## src/ppc_map.vh

```
// Register indices, kinds, decoder hit codes and reset values of the port block
`ifndef PPC_MAP_VH
`define PPC_MAP_VH
// Register indices; byte address is four times the index
`define PPC_IDX_DATA_PORT0 8'h18
`define PPC_IDX_DATA_PORT1 8'h19
`define PPC_IDX_DATA_PORT3 8'h1b
`define PPC_IDX_DATA_PORT5 8'h1d
`define PPC_IDX_DATA_PORT6 8'h1e
`define PPC_IDX_DATA_PORT7 8'h1f
`define PPC_IDX_DATA_PORT16 8'hb0
`define PPC_IDX_DATA_PORT17 8'hb1
`define PPC_IDX_DATA_PORT8 8'hb8
`define PPC_IDX_DATA_PORT11 8'hbb
`define PPC_IDX_DATA_PORT12 8'hbc
`define PPC_IDX_DATA_PORT15 8'hbf
`define PPC_IDX_DIR_PORT0 8'h20
`define PPC_IDX_DIR_PORT1 8'h21
`define PPC_IDX_DIR_PORT3 8'h23
`define PPC_IDX_DIR_PORT5 8'h25
`define PPC_IDX_DIR_PORT6 8'h26
`define PPC_IDX_DIR_PORT7 8'h27
`define PPC_IDX_DIR_PORT16 8'hb2
`define PPC_IDX_DIR_PORT17 8'hb3
`define PPC_IDX_DIR_PORT8 8'hc0
`define PPC_IDX_DIR_PORT11 8'hc3
`define PPC_IDX_DIR_PORT15 8'hc5
`define PPC_IDX_ALT_PORT0 8'h28
`define PPC_IDX_ALT_PORT1 8'h29
`define PPC_IDX_ALT_PORT3 8'h2b
`define PPC_IDX_ALT_PORT5 8'h2d
`define PPC_IDX_ALT_PORT6 8'h2e
`define PPC_IDX_ALT_PORT7 8'h2f
`define PPC_IDX_ALT_PORT16 8'hb4
`define PPC_IDX_ALT_PORT17 8'hb5
`define PPC_IDX_ALT_PORT15 8'hc7
`define PPC_IDX_ALT_PORT8 8'hc8
`define PPC_IDX_ALT_PORT11 8'hcb
// Register kinds
`define PPC_KIND_DATA 2'h0
`define PPC_KIND_DIR 2'h1
`define PPC_KIND_ALT 2'h2
`define PPC_KIND_INPUT 2'h3
// Decoder hit bit over kind
`define PPC_HIT_D 3'h4
`define PPC_HIT_M 3'h5
`define PPC_HIT_A 3'h6
`define PPC_HIT_I 3'h7
// Reset values
`define PPC_RST_ZERO 8'h00
`define PPC_RST_EXT_FULL 8'hff
`define PPC_RST_EXT_PORT3 8'h03
`endif

```

## src/ppc_port_pins.v

```verilog
// Port pin configuration: direction, pull-up and alternate routing
`timescale 1ns/1ps
`include "ppc_map.vh"
module ppc_port_pins (
    // Clock and reset
    input wire clk_sys,
    input wire srst,
    // Further reset sources, same clock
    input wire software_break_instruction,
    input wire watchdog_overflow,
    input wire opcode_trap,
    // Avalon-MM slave
    input wire [9:0] avs_address,
    input wire avs_read,
    input wire avs_write,
    input wire [3:0] avs_byteenable,
    input wire [31:0] avs_writedata,
    output wire [31:0] avs_readdata,
    output wire avs_waitrequest,
    // Strap pin
    input wire external_fetch_select,
    // Pads, eleven ports of 8 bits in slot order
    input wire [87:0] pad_in,
    output wire [87:0] pad_out,
    output wire [87:0] pad_oe,
    output wire [87:0] pad_pullup_en,
    // Input-only port, bits 4 to 7
    input wire [3:0] analog_input_port,
    output wire [3:0] adc_analog_in,
    // External memory unit
    input wire [7:0] muxed_lowbyte_out,
    input wire muxed_lowbyte_oe,
    output wire [7:0] muxed_lowbyte_bus,
    input wire [7:0] upper_address_byte,
    input wire address_latch_strobe,
    input wire program_fetch_strobe,
    input wire data_read_strobe,
    input wire data_write_strobe,
    // Timer 0 and interrupts
    input wire timer0_output,
    output wire timer0_event_input,
    output wire [1:0] external_irq_line,
    // Pulse outputs
    input wire [1:0] pulse_channel_output,
    // Serial 1
    output wire serial1_receive_line,
    input wire serial1_transmit_line,
    input wire serial1_rxclk_out,
    input wire serial1_rxclk_oe,
    output wire serial1_receive_clock,
    input wire serial1_txclk_out,
    input wire serial1_txclk_oe,
    output wire serial1_transmit_clock,
    // Serial 6
    output wire serial6_receive_line,
    input wire serial6_transmit_line,
    input wire serial6_rxclk_out,
    input wire serial6_rxclk_oe,
    output wire serial6_receive_clock,
    input wire serial6_txclk_out,
    input wire serial6_txclk_oe,
    output wire serial6_transmit_clock,
    // Clock out
    input wire main_clock_pulse,
    // Three-phase unit, u high first
    input wire [5:0] phase_pwm_output,
    output wire abnormality_detect_input,
    // Capture and compare
    output wire [1:0] capture_input,
    input wire [1:0] compare_output,
    input wire [1:0] compare_oe,
    output wire [1:0] capture_compare_pin
);

    // ==========================================
    // Slots
    localparam NSLOT = 11;
    localparam NBIT = 88;
    localparam [3:0] SLOT_PORT0 = 4'h0;
    localparam [3:0] SLOT_PORT1 = 4'h1;
    localparam [3:0] SLOT_PORT3 = 4'h2;
    localparam [3:0] SLOT_PORT5 = 4'h3;
    localparam [3:0] SLOT_PORT6 = 4'h4;
    localparam [3:0] SLOT_PORT7 = 4'h5;
    localparam [3:0] SLOT_PORT8 = 4'h6;
    localparam [3:0] SLOT_PORT11 = 4'h7;
    localparam [3:0] SLOT_PORT15 = 4'h8;
    localparam [3:0] SLOT_PORT16 = 4'h9;
    localparam [3:0] SLOT_PORT17 = 4'ha;

    // ==========================================
    // Functions
    // Reset setting of direction and alternate bits
    function [7:0] ppc_cfg_rst;
        input [3:0] slot;
        input ea_low;
        begin
            case (slot)
                SLOT_PORT0, SLOT_PORT1: begin
                    ppc_cfg_rst = ea_low ? `PPC_RST_EXT_FULL
                                         : `PPC_RST_ZERO;
                end
                SLOT_PORT3: begin
                    // Bits 2-3 stay zero either way
                    ppc_cfg_rst = ea_low ? `PPC_RST_EXT_PORT3
                                         : `PPC_RST_ZERO;
                end
                default: begin
                    ppc_cfg_rst = `PPC_RST_ZERO;
                end
            endcase
        end
    endfunction

    // Index to {hit, kind, slot}
    function [6:0] ppc_decode;
        input [7:0] idx;
        begin
            case (idx)
                `PPC_IDX_DATA_PORT0: ppc_decode = {`PPC_HIT_D, SLOT_PORT0};
                `PPC_IDX_DATA_PORT1: ppc_decode = {`PPC_HIT_D, SLOT_PORT1};
                `PPC_IDX_DATA_PORT3: ppc_decode = {`PPC_HIT_D, SLOT_PORT3};
                `PPC_IDX_DATA_PORT5: ppc_decode = {`PPC_HIT_D, SLOT_PORT5};
                `PPC_IDX_DATA_PORT6: ppc_decode = {`PPC_HIT_D, SLOT_PORT6};
                `PPC_IDX_DATA_PORT7: ppc_decode = {`PPC_HIT_D, SLOT_PORT7};
                `PPC_IDX_DATA_PORT8: ppc_decode = {`PPC_HIT_D, SLOT_PORT8};
                `PPC_IDX_DATA_PORT11: ppc_decode = {`PPC_HIT_D, SLOT_PORT11};
                `PPC_IDX_DATA_PORT15: ppc_decode = {`PPC_HIT_D, SLOT_PORT15};
                `PPC_IDX_DATA_PORT16: ppc_decode = {`PPC_HIT_D, SLOT_PORT16};
                `PPC_IDX_DATA_PORT17: ppc_decode = {`PPC_HIT_D, SLOT_PORT17};
                `PPC_IDX_DATA_PORT12: ppc_decode = {`PPC_HIT_I, 4'h0};
                `PPC_IDX_DIR_PORT0: ppc_decode = {`PPC_HIT_M, SLOT_PORT0};
                `PPC_IDX_DIR_PORT1: ppc_decode = {`PPC_HIT_M, SLOT_PORT1};
                `PPC_IDX_DIR_PORT3: ppc_decode = {`PPC_HIT_M, SLOT_PORT3};
                `PPC_IDX_DIR_PORT5: ppc_decode = {`PPC_HIT_M, SLOT_PORT5};
                `PPC_IDX_DIR_PORT6: ppc_decode = {`PPC_HIT_M, SLOT_PORT6};
                `PPC_IDX_DIR_PORT7: ppc_decode = {`PPC_HIT_M, SLOT_PORT7};
                `PPC_IDX_DIR_PORT8: ppc_decode = {`PPC_HIT_M, SLOT_PORT8};
                `PPC_IDX_DIR_PORT11: ppc_decode = {`PPC_HIT_M, SLOT_PORT11};
                `PPC_IDX_DIR_PORT15: ppc_decode = {`PPC_HIT_M, SLOT_PORT15};
                `PPC_IDX_DIR_PORT16: ppc_decode = {`PPC_HIT_M, SLOT_PORT16};
                `PPC_IDX_DIR_PORT17: ppc_decode = {`PPC_HIT_M, SLOT_PORT17};
                `PPC_IDX_ALT_PORT0: ppc_decode = {`PPC_HIT_A, SLOT_PORT0};
                `PPC_IDX_ALT_PORT1: ppc_decode = {`PPC_HIT_A, SLOT_PORT1};
                `PPC_IDX_ALT_PORT3: ppc_decode = {`PPC_HIT_A, SLOT_PORT3};
                `PPC_IDX_ALT_PORT5: ppc_decode = {`PPC_HIT_A, SLOT_PORT5};
                `PPC_IDX_ALT_PORT6: ppc_decode = {`PPC_HIT_A, SLOT_PORT6};
                `PPC_IDX_ALT_PORT7: ppc_decode = {`PPC_HIT_A, SLOT_PORT7};
                `PPC_IDX_ALT_PORT8: ppc_decode = {`PPC_HIT_A, SLOT_PORT8};
                `PPC_IDX_ALT_PORT11: ppc_decode = {`PPC_HIT_A, SLOT_PORT11};
                `PPC_IDX_ALT_PORT15: ppc_decode = {`PPC_HIT_A, SLOT_PORT15};
                `PPC_IDX_ALT_PORT16: ppc_decode = {`PPC_HIT_A, SLOT_PORT16};
                `PPC_IDX_ALT_PORT17: ppc_decode = {`PPC_HIT_A, SLOT_PORT17};
                default: ppc_decode = 7'h00;
            endcase
        end
    endfunction

    // ==========================================
    // Reset and strap
    wire sys_rst = srst | software_break_instruction |
                   watchdog_overflow | opcode_trap;
    // Strap chain has no reset so it runs during reset
    reg ea_s1_q;
    reg ea_s2_q;
    reg ea_s3_q;
    reg ea_q;
    always @(posedge clk_sys) begin
        ea_s1_q <= external_fetch_select;
        ea_s2_q <= ea_s1_q;
        ea_s3_q <= ea_s2_q;
        if (ea_s2_q == ea_s3_q) begin
            ea_q <= ea_s3_q;
        end
    end
    wire ea_low = ~ea_q;

    // ==========================================
    // Pin synchronisers
    localparam SW = NBIT + 4;
    reg [SW-1:0] s1_q;
    reg [SW-1:0] s2_q;
    reg [SW-1:0] s3_q;
    reg [SW-1:0] pin_q;
    always @(posedge clk_sys) begin
        if (srst) begin
            s1_q <= {SW{1'b0}};
            s2_q <= {SW{1'b0}};
            s3_q <= {SW{1'b0}};
            pin_q <= {SW{1'b0}};
        end else begin
            s1_q <= {analog_input_port, pad_in};
            s2_q <= s1_q;
            s3_q <= s2_q;
            // Change taken only once stages two and three agree
            pin_q <= (s2_q & s3_q) | (pin_q & (s2_q ^ s3_q));
        end
    end
    wire [NBIT-1:0] pin_lvl = pin_q[NBIT-1:0];
    wire [3:0] in_only_lvl = pin_q[SW-1:NBIT];
    // Analog path, not sampled
    assign adc_analog_in = analog_input_port;

    // ==========================================
    // Bus slave, one wait state on every access
    reg ack_q;
    reg [7:0] rdata_q;
    wire req = avs_read | avs_write;
    wire [6:0] dec = ppc_decode(avs_address[9:2]);
    wire dec_hit = dec[6];
    wire [1:0] dec_kind = dec[5:4];
    wire [3:0] dec_slot = dec[3:0];
    wire wr_go = avs_write & ack_q & avs_byteenable[0] & dec_hit;
    assign avs_waitrequest = req & ~ack_q;
    assign avs_readdata = {24'h000000, rdata_q};

    // ==========================================
    // Per-slot registers
    wire [NBIT-1:0] latch_all;
    wire [NBIT-1:0] dir_all;
    wire [NBIT-1:0] alt_all;
    genvar s;
    generate
        for (s = 0; s < NSLOT; s = s + 1) begin : g_slot
            localparam [3:0] SLOT = s;
            reg [7:0] latch_q;
            reg [7:0] dir_q;
            reg [7:0] alt_q;
            wire here = wr_go & (dec_slot == SLOT);
            always @(posedge clk_sys) begin
                if (sys_rst) begin
                    latch_q <= `PPC_RST_ZERO;
                    dir_q <= ppc_cfg_rst(SLOT, ea_low);
                    alt_q <= ppc_cfg_rst(SLOT, ea_low);
                end else if (here) begin
                    if (dec_kind == `PPC_KIND_DATA) begin
                        latch_q <= avs_writedata[7:0];
                    end
                    if (dec_kind == `PPC_KIND_DIR) begin
                        dir_q <= avs_writedata[7:0];
                    end
                    if (dec_kind == `PPC_KIND_ALT) begin
                        alt_q <= avs_writedata[7:0];
                    end
                end
            end
            assign latch_all[s*8 +: 8] = latch_q;
            assign dir_all[s*8 +: 8] = dir_q;
            assign alt_all[s*8 +: 8] = alt_q;
        end
    endgenerate

    // ==========================================
    // Read path
    // Inputs show the pin, outputs the latch
    wire [NBIT-1:0] view_all = (dir_all & latch_all) |
                               (~dir_all & pin_lvl);
    wire [6:0] sel = {dec_slot, 3'h0};
    reg [7:0] rd_val;
    always @* begin
        rd_val = 8'h00;
        if (dec_hit) begin
            case (dec_kind)
                `PPC_KIND_DATA: rd_val = view_all[sel +: 8];
                `PPC_KIND_DIR: rd_val = dir_all[sel +: 8];
                `PPC_KIND_ALT: rd_val = alt_all[sel +: 8];
                // Bits 0-3 absent, read zero
                default: rd_val = {in_only_lvl, 4'h0};
            endcase
        end
    end
    always @(posedge clk_sys) begin
        if (srst) begin
            ack_q <= 1'b0;
            rdata_q <= 8'h00;
        end else begin
            ack_q <= req & ~ack_q;
            if (avs_read & ~ack_q) begin
                rdata_q <= rd_val;
            end
        end
    end

    // ==========================================
    // Alternate sources per pin
    wire [NBIT-1:0] alt_out;
    wire [NBIT-1:0] alt_oe;
    // Port 0, bus turns round under the memory unit
    assign alt_out[7:0] = muxed_lowbyte_out;
    assign alt_oe[7:0] = {8{muxed_lowbyte_oe}};
    // Port 1
    assign alt_out[15:8] = upper_address_byte;
    assign alt_oe[15:8] = 8'hff;
    // Port 3
    assign alt_out[23:16] = {4'h0, data_write_strobe, data_read_strobe,
                             program_fetch_strobe,
                             address_latch_strobe};
    assign alt_oe[23:16] = 8'h0f;
    // Port 5
    assign alt_out[31:24] = {1'b0, timer0_output, 6'h00};
    assign alt_oe[31:24] = 8'h40;
    // Port 6, inputs only
    assign alt_out[39:32] = 8'h00;
    assign alt_oe[39:32] = 8'h00;
    // Port 7
    assign alt_out[47:40] = {pulse_channel_output, 6'h00};
    assign alt_oe[47:40] = 8'hc0;
    // Port 8
    assign alt_out[55:48] = {4'h0, serial1_txclk_out, serial1_rxclk_out,
                             serial1_transmit_line, 1'b0};
    assign alt_oe[55:48] = {4'h0, serial1_txclk_oe, serial1_rxclk_oe,
                            2'h2};
    // Port 11
    assign alt_out[63:56] = {5'h00, main_clock_pulse, 2'h0};
    assign alt_oe[63:56] = 8'h04;
    // Port 15
    assign alt_out[71:64] = {4'h0, serial6_txclk_out, serial6_rxclk_out,
                             serial6_transmit_line, 1'b0};
    assign alt_oe[71:64] = {4'h0, serial6_txclk_oe, serial6_rxclk_oe,
                            2'h2};
    // Port 16
    assign alt_out[79:72] = {2'h0, phase_pwm_output};
    assign alt_oe[79:72] = 8'h3f;
    // Port 17
    assign alt_out[87:80] = {4'h0, compare_output, 2'h0};
    assign alt_oe[87:80] = {4'h0, compare_oe, 2'h0};

    // ==========================================
    // Peripheral inputs, always from the synchronised pin
    assign muxed_lowbyte_bus = pin_lvl[7:0];
    assign timer0_event_input = pin_lvl[31];
    assign external_irq_line = pin_lvl[33:32];
    assign serial1_receive_line = pin_lvl[48];
    assign serial1_receive_clock = pin_lvl[50];
    assign serial1_transmit_clock = pin_lvl[51];
    assign serial6_receive_line = pin_lvl[64];
    assign serial6_receive_clock = pin_lvl[66];
    assign serial6_transmit_clock = pin_lvl[67];
    assign abnormality_detect_input = pin_lvl[78];
    assign capture_input = pin_lvl[81:80];
    assign capture_compare_pin = pin_lvl[83:82];

    // ==========================================
    // Pad drive
    // Alternate bit picks pull-up on inputs, source on outputs
    wire [NBIT-1:0] oe_d = dir_all & (~alt_all | alt_oe);
    wire [NBIT-1:0] out_d = (alt_all & alt_out) |
                            (~alt_all & latch_all);
    wire [NBIT-1:0] pull_d = ~dir_all & alt_all;
    reg [NBIT-1:0] pad_out_q;
    reg [NBIT-1:0] pad_oe_q;
    reg [NBIT-1:0] pad_pull_q;
    // Registered pads cost one cycle on every strobe
    always @(posedge clk_sys) begin
        if (srst) begin
            pad_out_q <= {NBIT{1'b0}};
            pad_oe_q <= {NBIT{1'b0}};
            pad_pull_q <= {NBIT{1'b0}};
        end else begin
            pad_out_q <= out_d;
            pad_oe_q <= oe_d;
            pad_pull_q <= pull_d;
        end
    end
    assign pad_out = pad_out_q;
    assign pad_oe = pad_oe_q;
    assign pad_pullup_en = pad_pull_q;

endmodule // ppc_port_pins

```

## config.mk

```make
export PLATFORM = sky130hd
export DESIGN_NAME = ppc_port_pins
export DESIGN_NICKNAME = d
export VERILOG_FILES = /design/src/ppc_port_pins.v
export VERILOG_INCLUDE_DIRS = /design/src
export SDC_FILE = /design/constraint.sdc
export NUM_CORES = 2
export LEC_CHECK = 0
export ABC_AREA = 1
export ABC_CLOCK_PERIOD_IN_PS = 3650
export BUFFER_PORTS_ARGS = -buffer_cell sky130_fd_sc_hd__buf_4
export CORE_AREA = 2 2 231 290
export DETAILED_ROUTE_END_ITERATION = 12
export DIE_AREA = 0 0 233 292
export GPL_TIMING_DRIVEN = 1
export PLACE_DENSITY = 0.84
export SKIP_CTS_REPAIR_TIMING = 1
export SLEW_MARGIN = 10
export SYNTH_ARGS = -nofsm -noshare
export SYNTH_HDL_FRONTEND = slang
export SYNTH_SLANG_ARGS = --single-unit
```

## constraint.sdc

```tcl
create_clock -name clk_sys -period 3.65 [get_ports clk_sys]
set_input_delay 0.73 -clock clk_sys [delete_from_list [all_inputs] [get_ports clk_sys]]
set_output_delay 0.73 -clock clk_sys [all_outputs]
set_load 0.05 [all_outputs]
```

==> flow_summary.json <==
{
  "hp-start": "external_fetch_select",
  "grt_start_max_net_pins": 240,
  "ir_drop_mv": 0.346,
  "dpl_cell_area_um2": 37600,
  "worstHoldPathType": "primary input to flip-flop",
  "fin_crit_ns": 3.35,
  "dpl.hpwl_um": 70600,
  "drt_iter0_markers": 3221,
  "viasPerCell": 5.33,
  "hold_viol_final": 0,
  "ys_ff_latch": 909,
  "drc": 0,
  "grt_usage": 0.292,
  "fin_crit_sh": 0.918,
  "die_y_um": 292,
  "worst-path-max-fanout": 23,
  "sw_frac_of_total": 0.241,
  "htreeDepth": 3,
  "synth_fa_ha_area_frac": 0.0363,
  "run_status": "complete, no violations",
  "fin_area_um2": 40600,
  "power_frac_comb": 0.071,
  "path_clk_slew_ns": 0.06,
  "portBuffers": 460,
  "ys_seq_area_frac": 0.565,
  "power_frac_clock": 0.442,
  "place_inst": 5167,
  "power.density_nw_per_um2": 523,
  "max_freq_mhz": 298,
  "setup_viol": 0,
  "synthFlopType": "dfxtp_1",
  "die_x_um": 233,
  "grt_pass1_vias": 27100,
  "grt_pass1_wl_um": 152000,
  "startpoint_type": "primary input",
  "crit_path_end_kind": "flip-flop",
  "rsz0062_at_grt": "false",
  "ios": 514,
  "drv_slew": 0,
  "cap_viol_max_count": 0,
  "ant_nets": 0,
  "nNetsFinal": 4684,
  "synth_warnings": 0,
  "reg2reg_slack_ns": 1.31,
  "synth-simple-area-share": 0.171,
  "synth_edf_count": 49,
  "synth_top_family_by_area": "simple AND/OR/NAND/NOR gates",
  "clk_latency_ns": 0.65,
  "wl_per_cell_um": 19.2,
  "cts.path.max_buffers": 3,
  "intPower_uw": 16100,
  "p_sw_uw": 5110,
  "p_seq_frac": 0.488,
  "criticalPathCategory": "primary input to flip-flop",
  "worst_pin_slew_ns": 1.15,
  "vias": 28400,
  "hold_end": "ea_s1_q",
  "globalplace.congestion": 0.891,
  "skew_ns": 0.0232,
  "leakage_uw": 0.0178,
  "antenna_found_initial": 4,
  "die_area_um2": 68000,
  "syn-cell-area_um2": 33100,
  "grt_overflow": 0,
  "tritoncts": "done",
  "avgSynthCellArea_um2": 8.37,
  "start_util": 0.507,
  "coreArea_um2": 65300,
  "synth.distinct_cells": 45,
  "whs_ns": 0.192,
  "drive_above_1_share": 0.176,
  "yosys.area_share.xor_xnor": 0.000265,
  "muxShareOfSynthArea": 0.00352,
  "cp.arrival_ns": 3.89,
  "drt-total-wl_um": 102000,
  "synth_compound_area_frac": 0.131,
  "required_ns": 4.18,
  "max-slew-margin-rel": 0.232,
  "syn-instance-count": 3953,
  "clock-sinks": 909,
  "clockRootBuffer": "clkbuf_16",
  "rr_worst_depth": 7,
  "r2r_end": "g_slot[8].latch_q[3]",
  "drtPass1Iterations": 7,
  "postSynth.asyncResetShare": 0,
  "num_rows": 105,
  "area_growth_pct": 22.8,
  "r2r_start": "ack_q",
  "hold_depth": 1,
  "finalNonFillerCells": 5323,
  "numCtsBuffers": 84
}
power groups by stage:
stage / sequential, uW / combinational (uW) / clock [uW]
floorplan: 10700 / 733 / 0
global placement: 10600 / 1440 / 0
detailed placement: 10600 / 1460 / 0
CTS: 10400 / 1480 / 9460
global route: 10400 / 1610 / 9850
finish: 10400 / 1500 / 9380
state kept, by name (all words and copies together), names as in the netlist:
| signal | cells |
|---|---|
| g_slot.latch_q | 88 |
| ea_q | 1 |
| pad_pullup_en | 88 |
| ea_s3_q | 1 |
| pin_q | 92 |
| pad_oe | 88 |
| ack_q | 1 |
| rdata_q | 8 |
| pad_out | 88 |
| ea_s1_q | 1 |
| s2_q | 92 |
| s3_q | 92 |
| g_slot.alt_q | 88 |
| s1_q | 92 |
| g_slot.dir_q | 88 |
| ea_s2_q | 1 |
critical path: stages:
cell,delay (ns)
buf_4,0.12
inv_1,0.07
nand2_1,0.07
nor2_2,0.25
buf_4,0.20
nand2_1,0.07
inv_1,0.06
a31oi_1,0.06
nand3_1,0.22
inv_1,0.12
ha_4,0.19
inv_2,0.24
buf_12,0.24
o21ai_0,0.10
o21ai_0,0.19
nand2_1,0.15
o21ai_0,0.22
nand2_1,0.12
nand2_1,0.15
nand2_1,0.07
nand2_1,0.06
nor2_1,0.04
nor2_1,0.07
nor2_1,0.04
cells in the mapped netlist (9+ instances only):
master	instances	area, um2
o21ai_0	238	1190
inv_1	501	1880
nand2_1	489	1840
o221ai_1	15	131
buf_1	10	37.5
nor2_4	11	124
dfxtp_1	860	17200
ha_1	96	1200
nor2_1	559	2100
nor3_1	155	776
o21ai_1	37	185
buf_4	55	413
buf_2	17	85.1
nand3_1	113	566
clkbuf_1	161	604
o22ai_1	9	56.3
a32o_1	18	180
inv_2	14	52.6
nand2_2	9	56.3
a21oi_1	464	2320
a22oi_1	16	120
edfxtp_1	49	1470
layout by cell type (no fill, tap or decap), drive strengths merged, types with 2 or more instances in the layout:
cell	n
dfxtp	860
buf	579
nor2	578
inv	524
nand2	500
a21oi	464
o21ai	276
nor3	157
nand3	115
clkbuf	115
ha	96
edfxtp	49
conb	24
clkinv	23
a32o	18
a22oi	16
o221ai	15
o22ai	9
bufinv	7
mux2i	6
a22o	6
a211oi	6
mux2	5
clkinvlp	5
diode	3
nand4	3
a31oi	2
final cells by class:
cell class / count / area [um2]
Antenna cell: 3 / 7.51
Fill cell: 5296 / 24700
Tap cell: 856 / 1070
Inverter: 521 / 1960
Clock inverter: 38 / 449
Timing Repair Buffer: 579 / 4500
Multi-Input combinational cell: 2302 / 11400
Clock buffer: 115 / 2530
Sequential cell: 909 / 18700
how the worst max path moves through the flow:
stage | start | end | slack, ns | cells past startpoint
2_1_floorplan | avs_address[3] | g_slot[6].dir_q[5] | 0.06 | 19
3_3_place_gp | avs_address[4] | rdata_q[0] | -0.24 | 26
3_5_place_dp | avs_address[6] | rdata_q[0] | -0.22 | 24
4_1_cts | avs_address[6] | rdata_q[0] | 0.39 | 23
5_1_grt | avs_address[6] | rdata_q[0] | 0.11 | 23
6_report | avs_address[6] | rdata_q[0] | 0.30 | 24
cell families (layout without fill, tap and decap cells):
logic type,count (synthesis),count (layout)
compound gates,813,813
other cells,1,27
mux,11,11
buf+inv,765,1253
simple gates,1357,1357
fa+ha+maj,96,96
flops,909,909
xor+xnor,1,1
metal layers:
metal	share of wire	vias to the layer above	routed length, um	GRT usage
met2	0.47	1458	48200	0.482
li1	-	13500	-	-
met5	0.00011	-	11	0
met4	0.063	2	6470	0.183
met3	0.090	354	9180	0.0564
met1	0.38	13100	38400	0.350
per-stage QoR:
step	utilization	worst slack (ns)	power [uW]	TNS [ns]
after floorplan	-	0.0608	11400	0
after global placement	0.577	-0.240	12000	-1.16
after detailed placement	0.577	-0.223	12000	-1.32
after CTS	0.622	0.393	21300	0
after global routing	0.622	0.107	21800	0
final	0.622	0.299	21200	0
(Power assumes the default switching activity.)
